File: src/core/pws_consts.svh
`ifndef PWS_CONSTS_SVH
`define PWS_CONSTS_SVH

// Register byte offsets on the AXI4-Lite bus.
`define PWS_OFS_STATUS 8'h00
`define PWS_OFS_IRQ_FLAG 8'h04
`define PWS_OFS_IRQ_MASK 8'h08
`define PWS_OFS_WD_CTRL 8'h0c
`define PWS_OFS_CONFIG 8'h10
`define PWS_OFS_IDENT 8'h14

// Status register fields.
`define PWS_ST_TEMP_LOW 0
`define PWS_ST_TEMP_HIGH 1
`define PWS_ST_OVERTEMP_LOCKOUT 2
`define PWS_ST_WD_EXP 3
`define PWS_ST_RAIL 4
`define PWS_ST_INQ_LSB 5

// Watchdog control fields.
`define PWS_WD_EN 0
`define PWS_WD_KICK 1
`define PWS_WD_PER_LSB 2
`define PWS_WD_LOCK 4

// Configuration fields.
`define PWS_CFG_USB_SUSP 0
`define PWS_CFG_PULLUP 1

// Reset values and codes.
`define PWS_MASK_RST 2'h3
`define PWS_PER_RST 2'h3
`define PWS_INQ_VALID 2'h3
`define PWS_CHIP_ID 4'ha
`define PWS_RESP_OKAY 2'h0
`define PWS_RESP_SLVERR 2'h2

// Timing.
`define PWS_CLK_HZ 20000000
`define PWS_TICK_US 62500
`define PWS_TICK_CYCLES (`PWS_TICK_US * (`PWS_CLK_HZ / 1000000))
`define PWS_WD_MIN_S 16
`define PWS_WD_MIN_TICKS (`PWS_WD_MIN_S * 1000000 / `PWS_TICK_US)

`endif

File: src/core/pws_pkg.sv
`default_nettype none

package pws_pkg;

	// Inputs that arrive from analog comparators and straps.
	typedef struct packed {
		logic temp_low;
		logic temp_high;
		logic temp_over;
		logic temp_rel;
		logic sys_por;
		logic chg_por;
		logic chg_uvlo;
		logic [1:0] in_qual;
		logic strap_lock;
		logic strap_en;
	} pws_pins_t;

	typedef struct packed {
		pws_pins_t sync1;
		pws_pins_t sync2;
		logic [1:0] cap_cnt;
		logic lock;
		logic en_def;
		logic wd_en;
		logic [1:0] wd_per;
		logic [11:0] wd_cnt;
		logic [24:0] tick_cnt;
		logic wd_exp;
		logic [1:0] temp_stat;
		logic overtemp_lockout;
		logic [1:0] flags;
		logic [1:0] mask;
		logic usb_susp;
		logic pullup_sel;
		logic rail_reg;
		logic sys_por;
		logic sys_rst;
		logic chg_pg_rst;
		logic chg_por_rst;
		logic irq_oe;
		logic irq_o;
		logic aw_got;
		logic w_got;
		logic [7:0] awaddr;
		logic [31:0] wdata;
		logic [3:0] wstrb;
		logic awready;
		logic wready;
		logic bvalid;
		logic [1:0] bresp;
		logic arready;
		logic rvalid;
		logic [1:0] rresp;
		logic [31:0] rdata;
	} pws_state_t;

endpackage

`default_nettype wire

File: src/core/pws_supervisor.sv
`include "pws_consts.svh"
`default_nettype none

// Contract
// - Interrupt pin is open-drain, active low, released otherwise.
// - Pin low while any unmasked interrupt flag is set.
// - All masks reset to masked; masked flags never reach the pin.
// - Watchdog reaching its period unkicked raises the expiry flag.
// - Watchdog counts only while its enable bit is one.
// - Two-bit period picks 16 to 128 s, resets to 128 s.
// - Kick bit restarts the watchdog count from zero.
// - Lock bit is read-only and set by factory strap.
// - Unlocked: enable freely written; resets to factory default.
// - Locked: writing one enables, writing zero ignored.
// - Locked with default one: enable can never clear.
// - Two temperature alarm bits; any change sets own maskable flag.
// - Lockout above 165 C, released only about 15 C lower.
// - Each bit returns to default when its reset domain activates.
// - System power-on reset active while supply below about 1.9 V.
// - System reset is power-on reset or shutdown transitions 0A/0C.
// - Charger good reset: charger POR, USB suspend or undervoltage.
// - Charger power-on reset active while input below about 1.9 V.
// - Always-on rail from regulator if quality 0b11 and unsuspended.
// - Enable default and lock are taken from the factory straps.
// - Expiry flag clears during controller reset or off actions.
module pws_supervisor #(
	parameter int unsigned TICK_CYCLES = `PWS_TICK_CYCLES
) (
	input wire logic CLK_IN, // 20 MHz clock
	input wire logic RST_B_IN, // async reset, active low
	input wire logic CE_IN, // clock enable, freezes state when low
	input wire logic [7:0] AXI_AWADDR_IN, // write address
	input wire logic AXI_AWVALID_IN, // write address valid
	output logic AXI_AWREADY_OUT, // write address ready
	input wire logic [31:0] AXI_WDATA_IN, // write data
	input wire logic [3:0] AXI_WSTRB_IN, // write byte strobes
	input wire logic AXI_WVALID_IN, // write data valid
	output logic AXI_WREADY_OUT, // write data ready
	output logic [1:0] AXI_BRESP_OUT, // write response
	output logic AXI_BVALID_OUT, // write response valid
	input wire logic AXI_BREADY_IN, // write response ready
	input wire logic [7:0] AXI_ARADDR_IN, // read address
	input wire logic AXI_ARVALID_IN, // read address valid
	output logic AXI_ARREADY_OUT, // read address ready
	output logic [31:0] AXI_RDATA_OUT, // read data
	output logic [1:0] AXI_RRESP_OUT, // read response
	output logic AXI_RVALID_OUT, // read data valid
	input wire logic AXI_RREADY_IN, // read data ready
	input wire logic TEMP_ABOVE_80_IN, // junction above low alarm
	input wire logic TEMP_ABOVE_100_IN, // junction above high alarm
	input wire logic TEMP_ABOVE_165_IN, // junction above lockout
	input wire logic TEMP_BELOW_150_IN, // junction below lockout release
	input wire logic SYS_BELOW_POR_IN, // system supply below 1.9 V
	input wire logic CHG_BELOW_POR_IN, // charger input below 1.9 V
	input wire logic CHG_UVLO_IN, // charger input undervoltage
	input wire logic [1:0] INPUT_QUALITY_IN, // charger input quality
	input wire logic STRAP_LOCK_IN, // factory watchdog lock strap
	input wire logic STRAP_WD_EN_IN, // factory watchdog enable strap
	input wire logic SHUTDOWN_TRANS_IN, // controller takes 0A or 0C
	input wire logic RESET_ACTIONS_IN, // controller reset/off actions
	output logic IRQ_N_OUT, // interrupt pin output level
	output logic IRQ_N_OE_OUT, // interrupt pin pull-low enable
	output logic WD_EXPIRED_OUT, // watchdog expiry flag
	output logic OVERTEMP_LOCKOUT_OUT, // overtemperature lockout
	output logic RAIL_FROM_REG_OUT, // always-on rail from regulator
	output logic WEAK_PULLUP_OUT, // on-key weak pullup select
	output logic SYS_POR_OUT, // system power-on reset domain
	output logic SYS_RST_OUT, // system reset domain
	output logic CHG_PG_RST_OUT, // charger power-good reset domain
	output logic CHG_POR_OUT // charger power-on reset domain
);

	pws_pkg::pws_state_t st;
	pws_pkg::pws_state_t nx;
	pws_pkg::pws_pins_t pins;
	logic tick;
	logic wr_go;
	logic wr_lo;
	logic kick;
	logic exp_set;
	logic dom_sys_por;
	logic dom_sys;
	logic dom_chg_por;
	logic [1:0] flag_clr;
	logic [1:0] temp_chg;

	function automatic logic mapped(input logic [7:0] a);
		mapped = (a == `PWS_OFS_STATUS) || (a == `PWS_OFS_IRQ_FLAG) ||
			(a == `PWS_OFS_IRQ_MASK) || (a == `PWS_OFS_WD_CTRL) ||
			(a == `PWS_OFS_CONFIG) || (a == `PWS_OFS_IDENT);
	endfunction

	// Period in timebase ticks: 16, 32, 64 or 128 seconds.
	function automatic logic [11:0] period_ticks(input logic [1:0] sel);
		period_ticks = 12'(`PWS_WD_MIN_TICKS) << sel;
	endfunction

	function automatic logic [31:0] read_word(
		input pws_pkg::pws_state_t s,
		input logic [7:0] a
	);
		logic [31:0] w;
		w = 32'h0;
		case (a)
			`PWS_OFS_STATUS: begin
				w[`PWS_ST_TEMP_LOW] = s.temp_stat[0];
				w[`PWS_ST_TEMP_HIGH] = s.temp_stat[1];
				w[`PWS_ST_OVERTEMP_LOCKOUT] = s.overtemp_lockout;
				w[`PWS_ST_WD_EXP] = s.wd_exp;
				w[`PWS_ST_RAIL] = s.rail_reg;
				w[`PWS_ST_INQ_LSB +: 2] = s.sync2.in_qual;
			end
			`PWS_OFS_IRQ_FLAG: w[1:0] = s.flags;
			`PWS_OFS_IRQ_MASK: w[1:0] = s.mask;
			`PWS_OFS_WD_CTRL: begin
				w[`PWS_WD_EN] = s.wd_en;
				w[`PWS_WD_KICK] = 1'b0;
				w[`PWS_WD_PER_LSB +: 2] = s.wd_per;
				w[`PWS_WD_LOCK] = s.lock;
			end
			`PWS_OFS_CONFIG: begin
				w[`PWS_CFG_USB_SUSP] = s.usb_susp;
				w[`PWS_CFG_PULLUP] = s.pullup_sel;
			end
			`PWS_OFS_IDENT: w[3:0] = `PWS_CHIP_ID; // Arbitrary value.
			default: w = 32'h0;
		endcase
		read_word = w;
	endfunction

	always_comb begin
		pins.temp_low = TEMP_ABOVE_80_IN;
		pins.temp_high = TEMP_ABOVE_100_IN;
		pins.temp_over = TEMP_ABOVE_165_IN;
		pins.temp_rel = TEMP_BELOW_150_IN;
		pins.sys_por = SYS_BELOW_POR_IN;
		pins.chg_por = CHG_BELOW_POR_IN;
		pins.chg_uvlo = CHG_UVLO_IN;
		pins.in_qual = INPUT_QUALITY_IN;
		pins.strap_lock = STRAP_LOCK_IN;
		pins.strap_en = STRAP_WD_EN_IN;
	end

	always_comb begin
		nx = st;
		nx.sync1 = pins;
		nx.sync2 = st.sync1;
		if (st.cap_cnt != 2'h3) begin
			nx.cap_cnt = st.cap_cnt + 2'h1;
		end

		// Reset domains, evaluated from synchronised comparator levels and the unsynchronised shutdown input.
		dom_sys_por = st.sync2.sys_por;
		dom_sys = dom_sys_por | SHUTDOWN_TRANS_IN;
		dom_chg_por = st.sync2.chg_por;

		// Free-running timebase; bus traffic never touches it.
		tick = 1'b0;
		if (st.tick_cnt == 25'(TICK_CYCLES - 1)) begin
			nx.tick_cnt = 25'h0;
			tick = 1'b1;
		end else begin
			nx.tick_cnt = st.tick_cnt + 25'h1;
		end

		// Write channel: address and data may come in either order.
		if (AXI_AWVALID_IN && st.awready) begin
			nx.aw_got = 1'b1;
			nx.awaddr = AXI_AWADDR_IN;
		end
		if (AXI_WVALID_IN && st.wready) begin
			nx.w_got = 1'b1;
			nx.wdata = AXI_WDATA_IN;
			nx.wstrb = AXI_WSTRB_IN;
		end
		if (st.bvalid && AXI_BREADY_IN) begin
			nx.bvalid = 1'b0;
		end
		wr_go = st.aw_got && st.w_got && !st.bvalid;
		// Every field lives in byte lane 0, so only that strobe matters.
		wr_lo = wr_go && st.wstrb[0];
		if (wr_go) begin
			nx.aw_got = 1'b0;
			nx.w_got = 1'b0;
			nx.bvalid = 1'b1;
			nx.bresp = mapped(st.awaddr) ? `PWS_RESP_OKAY :
				`PWS_RESP_SLVERR;
		end
		nx.awready = !nx.aw_got && !nx.bvalid;
		nx.wready = !nx.w_got && !nx.bvalid;

		// Read channel.
		if (st.rvalid && AXI_RREADY_IN) begin
			nx.rvalid = 1'b0;
		end
		if (AXI_ARVALID_IN && st.arready) begin
			nx.rvalid = 1'b1;
			nx.rdata = read_word(st, AXI_ARADDR_IN);
			nx.rresp = mapped(AXI_ARADDR_IN) ? `PWS_RESP_OKAY :
				`PWS_RESP_SLVERR;
		end
		nx.arready = !nx.rvalid;

		// Register writes.
		flag_clr = 2'h0;
		kick = 1'b0;
		if (wr_lo) begin
			case (st.awaddr)
				`PWS_OFS_IRQ_FLAG: flag_clr = st.wdata[1:0];
				`PWS_OFS_IRQ_MASK: nx.mask = st.wdata[1:0];
				`PWS_OFS_WD_CTRL: begin
					kick = st.wdata[`PWS_WD_KICK];
					nx.wd_per = st.wdata[`PWS_WD_PER_LSB +: 2];
					if (!st.lock) begin
						nx.wd_en = st.wdata[`PWS_WD_EN];
					end else if (st.wdata[`PWS_WD_EN]) begin
						nx.wd_en = 1'b1;
					end
				end
				`PWS_OFS_CONFIG: begin
					nx.usb_susp = st.wdata[`PWS_CFG_USB_SUSP];
					nx.pullup_sel = st.wdata[`PWS_CFG_PULLUP];
				end
				default: begin
				end
			endcase
		end

		// Watchdog counter in timebase ticks.
		exp_set = 1'b0;
		if (!st.wd_en) begin
			nx.wd_cnt = 12'h0;
		end else if (kick) begin
			nx.wd_cnt = 12'h0;
		end else if (tick) begin
			if (st.wd_cnt + 12'h1 >= period_ticks(st.wd_per)) begin
				exp_set = 1'b1;
				nx.wd_cnt = 12'h0;
			end else begin
				nx.wd_cnt = st.wd_cnt + 12'h1;
			end
		end
		// A new expiry wins over the controller's clear.
		nx.wd_exp = (st.wd_exp & ~RESET_ACTIONS_IN) | exp_set;

		// Temperature alarms and lockout with hysteresis.
		nx.temp_stat = {st.sync2.temp_high, st.sync2.temp_low};
		temp_chg = nx.temp_stat ^ st.temp_stat;
		if (st.sync2.temp_over) begin
			nx.overtemp_lockout = 1'b1;
		end else if (st.sync2.temp_rel) begin
			nx.overtemp_lockout = 1'b0;
		end
		// Hardware set wins over a same-cycle software clear.
		nx.flags = (st.flags & ~flag_clr) | temp_chg;

		// Domain resets put bits back to their defaults.
		if (dom_sys) begin
			nx.wd_en = st.en_def;
			nx.wd_per = `PWS_PER_RST;
			nx.wd_cnt = 12'h0;
			nx.mask = `PWS_MASK_RST;
			nx.flags = temp_chg;
		end
		if (dom_sys_por) begin
			nx.pullup_sel = 1'b0;
		end
		if (dom_chg_por) begin
			nx.usb_susp = 1'b0;
		end

		// Straps are caught once, after they have passed the synchroniser.
		if (st.cap_cnt == 2'h2) begin
			nx.lock = st.sync2.strap_lock;
			nx.en_def = st.sync2.strap_en;
			nx.wd_en = st.sync2.strap_en;
		end

		nx.sys_por = dom_sys_por;
		nx.sys_rst = dom_sys;
		nx.chg_por_rst = dom_chg_por;
		nx.chg_pg_rst = dom_chg_por | st.usb_susp |
			st.sync2.chg_uvlo;
		nx.rail_reg = (st.sync2.in_qual == `PWS_INQ_VALID) &&
			!nx.usb_susp;
		nx.irq_oe = |(nx.flags & ~nx.mask);
		nx.irq_o = 1'b0;
	end

	always_ff @(posedge CLK_IN or negedge RST_B_IN) begin
		if (!RST_B_IN) begin
			st <= '0;
			st.wd_per <= `PWS_PER_RST;
			st.mask <= `PWS_MASK_RST;
		end else if (CE_IN) begin
			st <= nx;
		end
	end

	assign AXI_AWREADY_OUT = st.awready;
	assign AXI_WREADY_OUT = st.wready;
	assign AXI_BRESP_OUT = st.bresp;
	assign AXI_BVALID_OUT = st.bvalid;
	assign AXI_ARREADY_OUT = st.arready;
	assign AXI_RDATA_OUT = st.rdata;
	assign AXI_RRESP_OUT = st.rresp;
	assign AXI_RVALID_OUT = st.rvalid;
	assign IRQ_N_OUT = st.irq_o;
	assign IRQ_N_OE_OUT = st.irq_oe;
	assign WD_EXPIRED_OUT = st.wd_exp;
	assign OVERTEMP_LOCKOUT_OUT = st.overtemp_lockout;
	assign RAIL_FROM_REG_OUT = st.rail_reg;
	assign WEAK_PULLUP_OUT = st.pullup_sel;
	assign SYS_POR_OUT = st.sys_por;
	assign SYS_RST_OUT = st.sys_rst;
	assign CHG_PG_RST_OUT = st.chg_pg_rst;
	assign CHG_POR_OUT = st.chg_por_rst;

endmodule

`default_nettype wire

File: config.mk
export PLATFORM = sky130hd
export DESIGN_NAME = pws_supervisor
export DESIGN_NICKNAME = d
export VERILOG_FILES = /design/src/core/pws_pkg.sv /design/src/core/pws_supervisor.sv
export VERILOG_INCLUDE_DIRS = /design/src /design/src/core
export SDC_FILE = /design/constraint.sdc
export NUM_CORES = 1
export LEC_CHECK = 0
export BUFFER_PORTS_ARGS = -buffer_cell sky130_fd_sc_hd__buf_4
export CAP_MARGIN = 15
export CORE_MARGIN = 3
export CORE_UTILIZATION = 40
export DETAILED_ROUTE_END_ITERATION = 8
export GPL_ROUTABILITY_DRIVEN = 0
export GPL_TIMING_DRIVEN = 0
export PLACE_DENSITY_LB_ADDON = 0.1
export SLEW_MARGIN = 0
export SYNTH_ARGS = -nofsm -noshare
export SYNTH_HDL_FRONTEND = slang
export SYNTH_SLANG_ARGS = --single-unit
export TNS_END_PERCENT = 50
File: constraint.sdc
create_clock -name CLK_IN -period 8.35 [get_ports CLK_IN]
set_clock_uncertainty 0.15 [all_clocks]
set_input_delay 0.835 -clock CLK_IN [delete_from_list [all_inputs] [get_ports CLK_IN]]
set_output_delay 0.835 -clock CLK_IN [all_outputs]
set_load 0.03 [all_outputs]
Yosys cells after proc, flatten, opt, wreduce, memory -nomap -nowiden
Index checks and enable logic that the tools add are counted.
{"block": "classes", "shifts": 1, "n_eq_ne": 16, "reduce_logical": 48, "div": 0, "muxes": 41, "n_bitwise": 12, "n_lt_le_gt_ge": 1, "mul": 0, "add_sub_neg": 3}
{"op": "$mux 12", "count": 4}
{"op": "$mux 35", "count": 1}
{"op": "$eq 8x4->1 const B", "count": 4}
{"op": "$eq 8x5->1 const B", "count": 4}
{"op": "$add 25x1->25 const B", "count": 1}
{"op": "$eq 25x21->1 const B", "count": 1}
{"op": "$mux 25", "count": 1}
{"op": "$mux 1", "count": 18}
{"op": "$eq 8x3->1 const B", "count": 2}
{"op": "$logic_not 8->1", "count": 2}
{"op": "$mux 2", "count": 8}
{"op": "$reduce_and 2->1", "count": 8}
{"op": "$mux 15", "count": 1}
{"op": "$add 12x1->12 const B", "count": 1}
{"op": "$ge 12x12->1", "count": 1}
{"op": "$pmux 2 s6", "count": 1}
{"op": "$shl 9x2->12 const A", "count": 1}
{"op": "$logic_and 1x1->1", "count": 11}
{"op": "$logic_or 1x1->1", "count": 10}
{"op": "$reduce_bool 2->1", "count": 5}
{"op": "$mux 3", "count": 3}
{"op": "$mux 4", "count": 2}
{"op": "$logic_not 1->1", "count": 6}
{"op": "$pmux 2 s3", "count": 1}
{"op": "other kinds (17)", "count": 25}
{"block": "totals", "memories": 0, "register_bits": 113, "mem_bits_rw": 0, "output_inout_bits": 51, "elab_cells": 175, "latchBits": 0, "romBits": 0}

Depth between registers and ports, before layout
{"block": "logic_depth", "depth_word": 11, "mapped_depth": 11, "ltp_nobuf": 10}

Worst setup path before layout
No wires, ideal clock.
{"block": "synth_timing", "path_kind": "reg-to-reg", "from": "reg st[132] (netlist bit)", "to": "reg st[129] (netlist bit)", "required_ns": 8.075, "n_path_buf": 1, "arrival_time_ns": 2.937, "path_slack_ns": 5.138, "path_stages_with_launch": 12, "path_cell_list": "dfrtp_1 inv_1 or4_1 clkbuf_1 o21a_1 or2_2 ha_1 o21ai_0 a211oi_1 nor3_1 and2_1 mux2_2"}
{"block": "synth_via", "elab_chain_cells": 7}
{"item": "start, declared", "line_no": "pws_supervisor.sv:73", "source": "pws_pkg::pws_state_t st;"}
{"item": "start signal, assigned", "line_no": "pws_supervisor.sv:296", "source": "st <= nx;"}
{"item": "$add 12x1->12", "line_no": "pws_supervisor.sv:236", "source": "if (st.wd_cnt + 12'h1 >= period_ticks(st.wd_per)) begin"}
{"item": "$ge 12x12->1", "line_no": "pws_supervisor.sv:236"}
{"item": "$mux 12", "line_no": "pws_supervisor.sv:236"}
{"item": "$mux 12", "line_no": "pws_supervisor.sv:235", "source": "end else if (tick) begin"}
{"item": "$mux 12", "line_no": "pws_supervisor.sv:233", "source": "end else if (kick) begin"}
{"item": "$mux 12", "line_no": "pws_supervisor.sv:231", "source": "if (!st.wd_en) begin"}
{"item": "$mux 15", "line_no": "pws_supervisor.sv:258", "source": "if (dom_sys) begin"}
Every way passes these cells. The select of a mux whose other input is x is not followed.
A chain may end at the register's enable or synchronous reset.

Final worst setup path
Ends and elaborated chain as after synthesis.

==> impl_metrics.json <==
{
  "outcome": "finished clean",
  "preCtsSetupSlack_ns": 4.68,
  "drv_cap": 0,
  "ff_latch_area_um2": 2780,
  "utilization_pct": 50.1,
  "ys_async_sr_fraction_pct": 100,
  "cts_setup_buffers": 0,
  "synth_top_family_by_area": "simple AND/OR/NAND/NOR gates",
  "first_pass_iters": 4,
  "drc": 0,
  "synthMuxAreaShare_pct": 9.43,
  "synthAdderAreaFrac_pct": 1.79,
  "antenna_found_initial": 0,
  "fin_crit_sh_pct": 44.7,
  "drt_iter0_markers": 203,
  "grt_pass1_wl_mm": 21.4,
  "clockBufferDepth": 2,
  "nFillCells": 1277,
  "crit_required_ns": 8.44,
  "multi_input_area_um2": 2520,
  "p_leak_nw": 3.10,
  "die_height_um": 124,
  "power_density_nw_per_um2": 225,
  "postSynthAreaPerCell_um2": 10.5,
  "postSynthCellCount": 533,
  "synth_edf_count": 0,
  "critPathKind": "flop to flop",
  "die_w_um": 124,
  "hold_violations": 0,
  "hold_buffers": 0,
  "cts_buffers": 9,
  "synth.area.top_cells": "dfrtp_1, mux2_2, buf_4",
  "finalWirelength_mm": 12.8,
  "place_area_um2": 6420,
  "yosysWarnings": 0,
  "synthXorXnorAreaFrac_pct": 4.22,
  "final_design_area_no_fill_um2": 6740,
  "hold_class": "input port to async pin",
  "synth_most_common_cell": "dfrtp_1",
  "ios": 124,
  "antenna_left": 0,
  "portBuffers": 62,
  "grt_overflow_total": 0,
  "cts_tree": "done",
  "synth_top_area_cell": "dfrtp_1",
  "viasPerCell": 5.09,
  "post-route-min-period_ns": 3.73,
  "grt_max_degree": 75,
  "start_util_pct": 41.6,
  "maxSlewViolCount": 0,
  "rsz0062_at_grt": "no",
  "layout-drive-gt1-share_pct": 28.6,
  "hpwl_mm": 9.50,
  "synth-compound-area-share_pct": 10.2,
  "clock_latency_ns": 0.36,
  "slew_headroom_pct": 34.2,
  "clock-sinks": 111,
  "synth.cells.most_frequent": "dfrtp_1, mux2_2, nand2_1",
  "synth-main-ff-cell": "dfrtp_1",
  "total_power_mw": 1.51,
  "top_register": "st",
  "largest_reg_flops": 73,
  "antenna_cells": 0,
  "worst_slew_pin_slew_ns": 0.973,
  "start_kind": "flop",
  "dr_total_vias": 4155,
  "wl_per_cell_um": 15.7,
  "setup_viol": 0,
  "max_freq_mhz": 268,
  "fp-row-count": 42,
  "cts_root_buf": "clkbuf_16",
  "post_cts_resized": 0,
  "worst-path-max-fanout": 6,
  "crit_arrival_ns": 3.82,
  "grt_util_all_layers_pct": 17.0,
  "core_area_um2": 13500,
  "nets": 716,
  "synth_top_area_share_pct": 47.8,
  "ys_seq_elements": 111,
  "peakVddDrop_mv": 0.131,
  "fin_setup_tns_ns": 0,
  "cts_max_level": 3,
  "grt_pass1_vias": 4207,
  "layout_setup_ws_ns": 4.62,
  "synth-seq-area-share_pct": 49.7,
  "ys_types": 57,
  "crit_path_end_kind": "flop",
  "syn_to_final_growth_pct": 20.3,
  "die-area_um2": 15500,
  "clk_pin_slew_ns": 0.07,
  "netlist_area_um2": 5600,
  "yosys.area_share.simple_pct": 17.4
}
metrics by stage:
step,std cells,hold WS [ns]
2_1_floorplan,560,0.293
3_3_place_gp,798,0.308
3_5_place_dp,800,0.315
4_1_cts,816,0.223
5_1_grt,816,0.229
6_report,816,0.224
cells in the final DEF (no fill, tap or decap), types with 11 or more instances in the layout:
cell type	Yosys	layout
mux2_2	45	45
xor2_1	12	12
o21ai_0	29	29
nand3_1	21	21
dfrtp_1	107	107
nand2_1	44	44
inv_1	18	18
xnor2_1	15	15
nor4_1	11	11
buf_4	37	98
nor3_1	18	18
conb_1	1	28
clkbuf_1	11	11
nor2_1	32	32
power breakdown:
group	internal, mW	switching [mW]	leakage (nW)
combinational	0.165	0.181	1.55
clock	0.216	0.222	0.152
sequential	0.636	0.0950	1.39
total	1.02	0.498	3.10
worst max-delay path, cell delays in order, from the launching register on:
cell      delay (ns)
dfrtp_1         0.43
inv_1           0.10
or4_1           0.53
clkbuf_1        0.17
o21a_1          0.20
or2_2           0.30
ha_1            0.28
o21ai_0         0.07
a211oi_1        0.64
nor3_1          0.20
and2_1          0.28
mux2_2          0.27
cell families after synthesis:
group,after synthesis
compound gates,86
xor+xnor,27
fa+ha+maj,8
buf+inv,70
flops,111
mux,47
other cells,1
simple gates,183
area by class of cell:
type                    count  share of cell area (%)
flip-flops and latches    111                    41.3
multi-input cells         379                    37.3
repair buffers             64                    7.45
plain buffers              52                    4.98
clock buffers               9                    3.34
well taps                 176                    3.27
clock inverters             7                    1.32
inverters                  18                    1.00
worst paths after layout:
check / startpoint / endpoint / slack (ns) / cells after the start
max: st[132] / st[129] / 4.62 / 11
max in group asynchronous: RST_B_IN / st[97] / 7.13 / 2
min in group CLK_IN: st[128] / st[128] / 0.33 / 1
min reg2reg: st[128] / st[128] / 0.33 / 1
max reg2reg: st[132] / st[129] / 4.62 / 11
min: RST_B_IN / st[136] / 0.22 / 1
routing by layer:
metal  global-route usage (%)  vias to the layer above  part of all wire, %
li1                         -                     2046                    -
met3                     4.67                        6                  4.6
met1                     22.6                     2021                   46
met2                     27.9                       82                   49
met4                     4.00                        0                 0.62
met5                        0                        -                    0
Note: power is estimated with default switching activity, not from simulation.
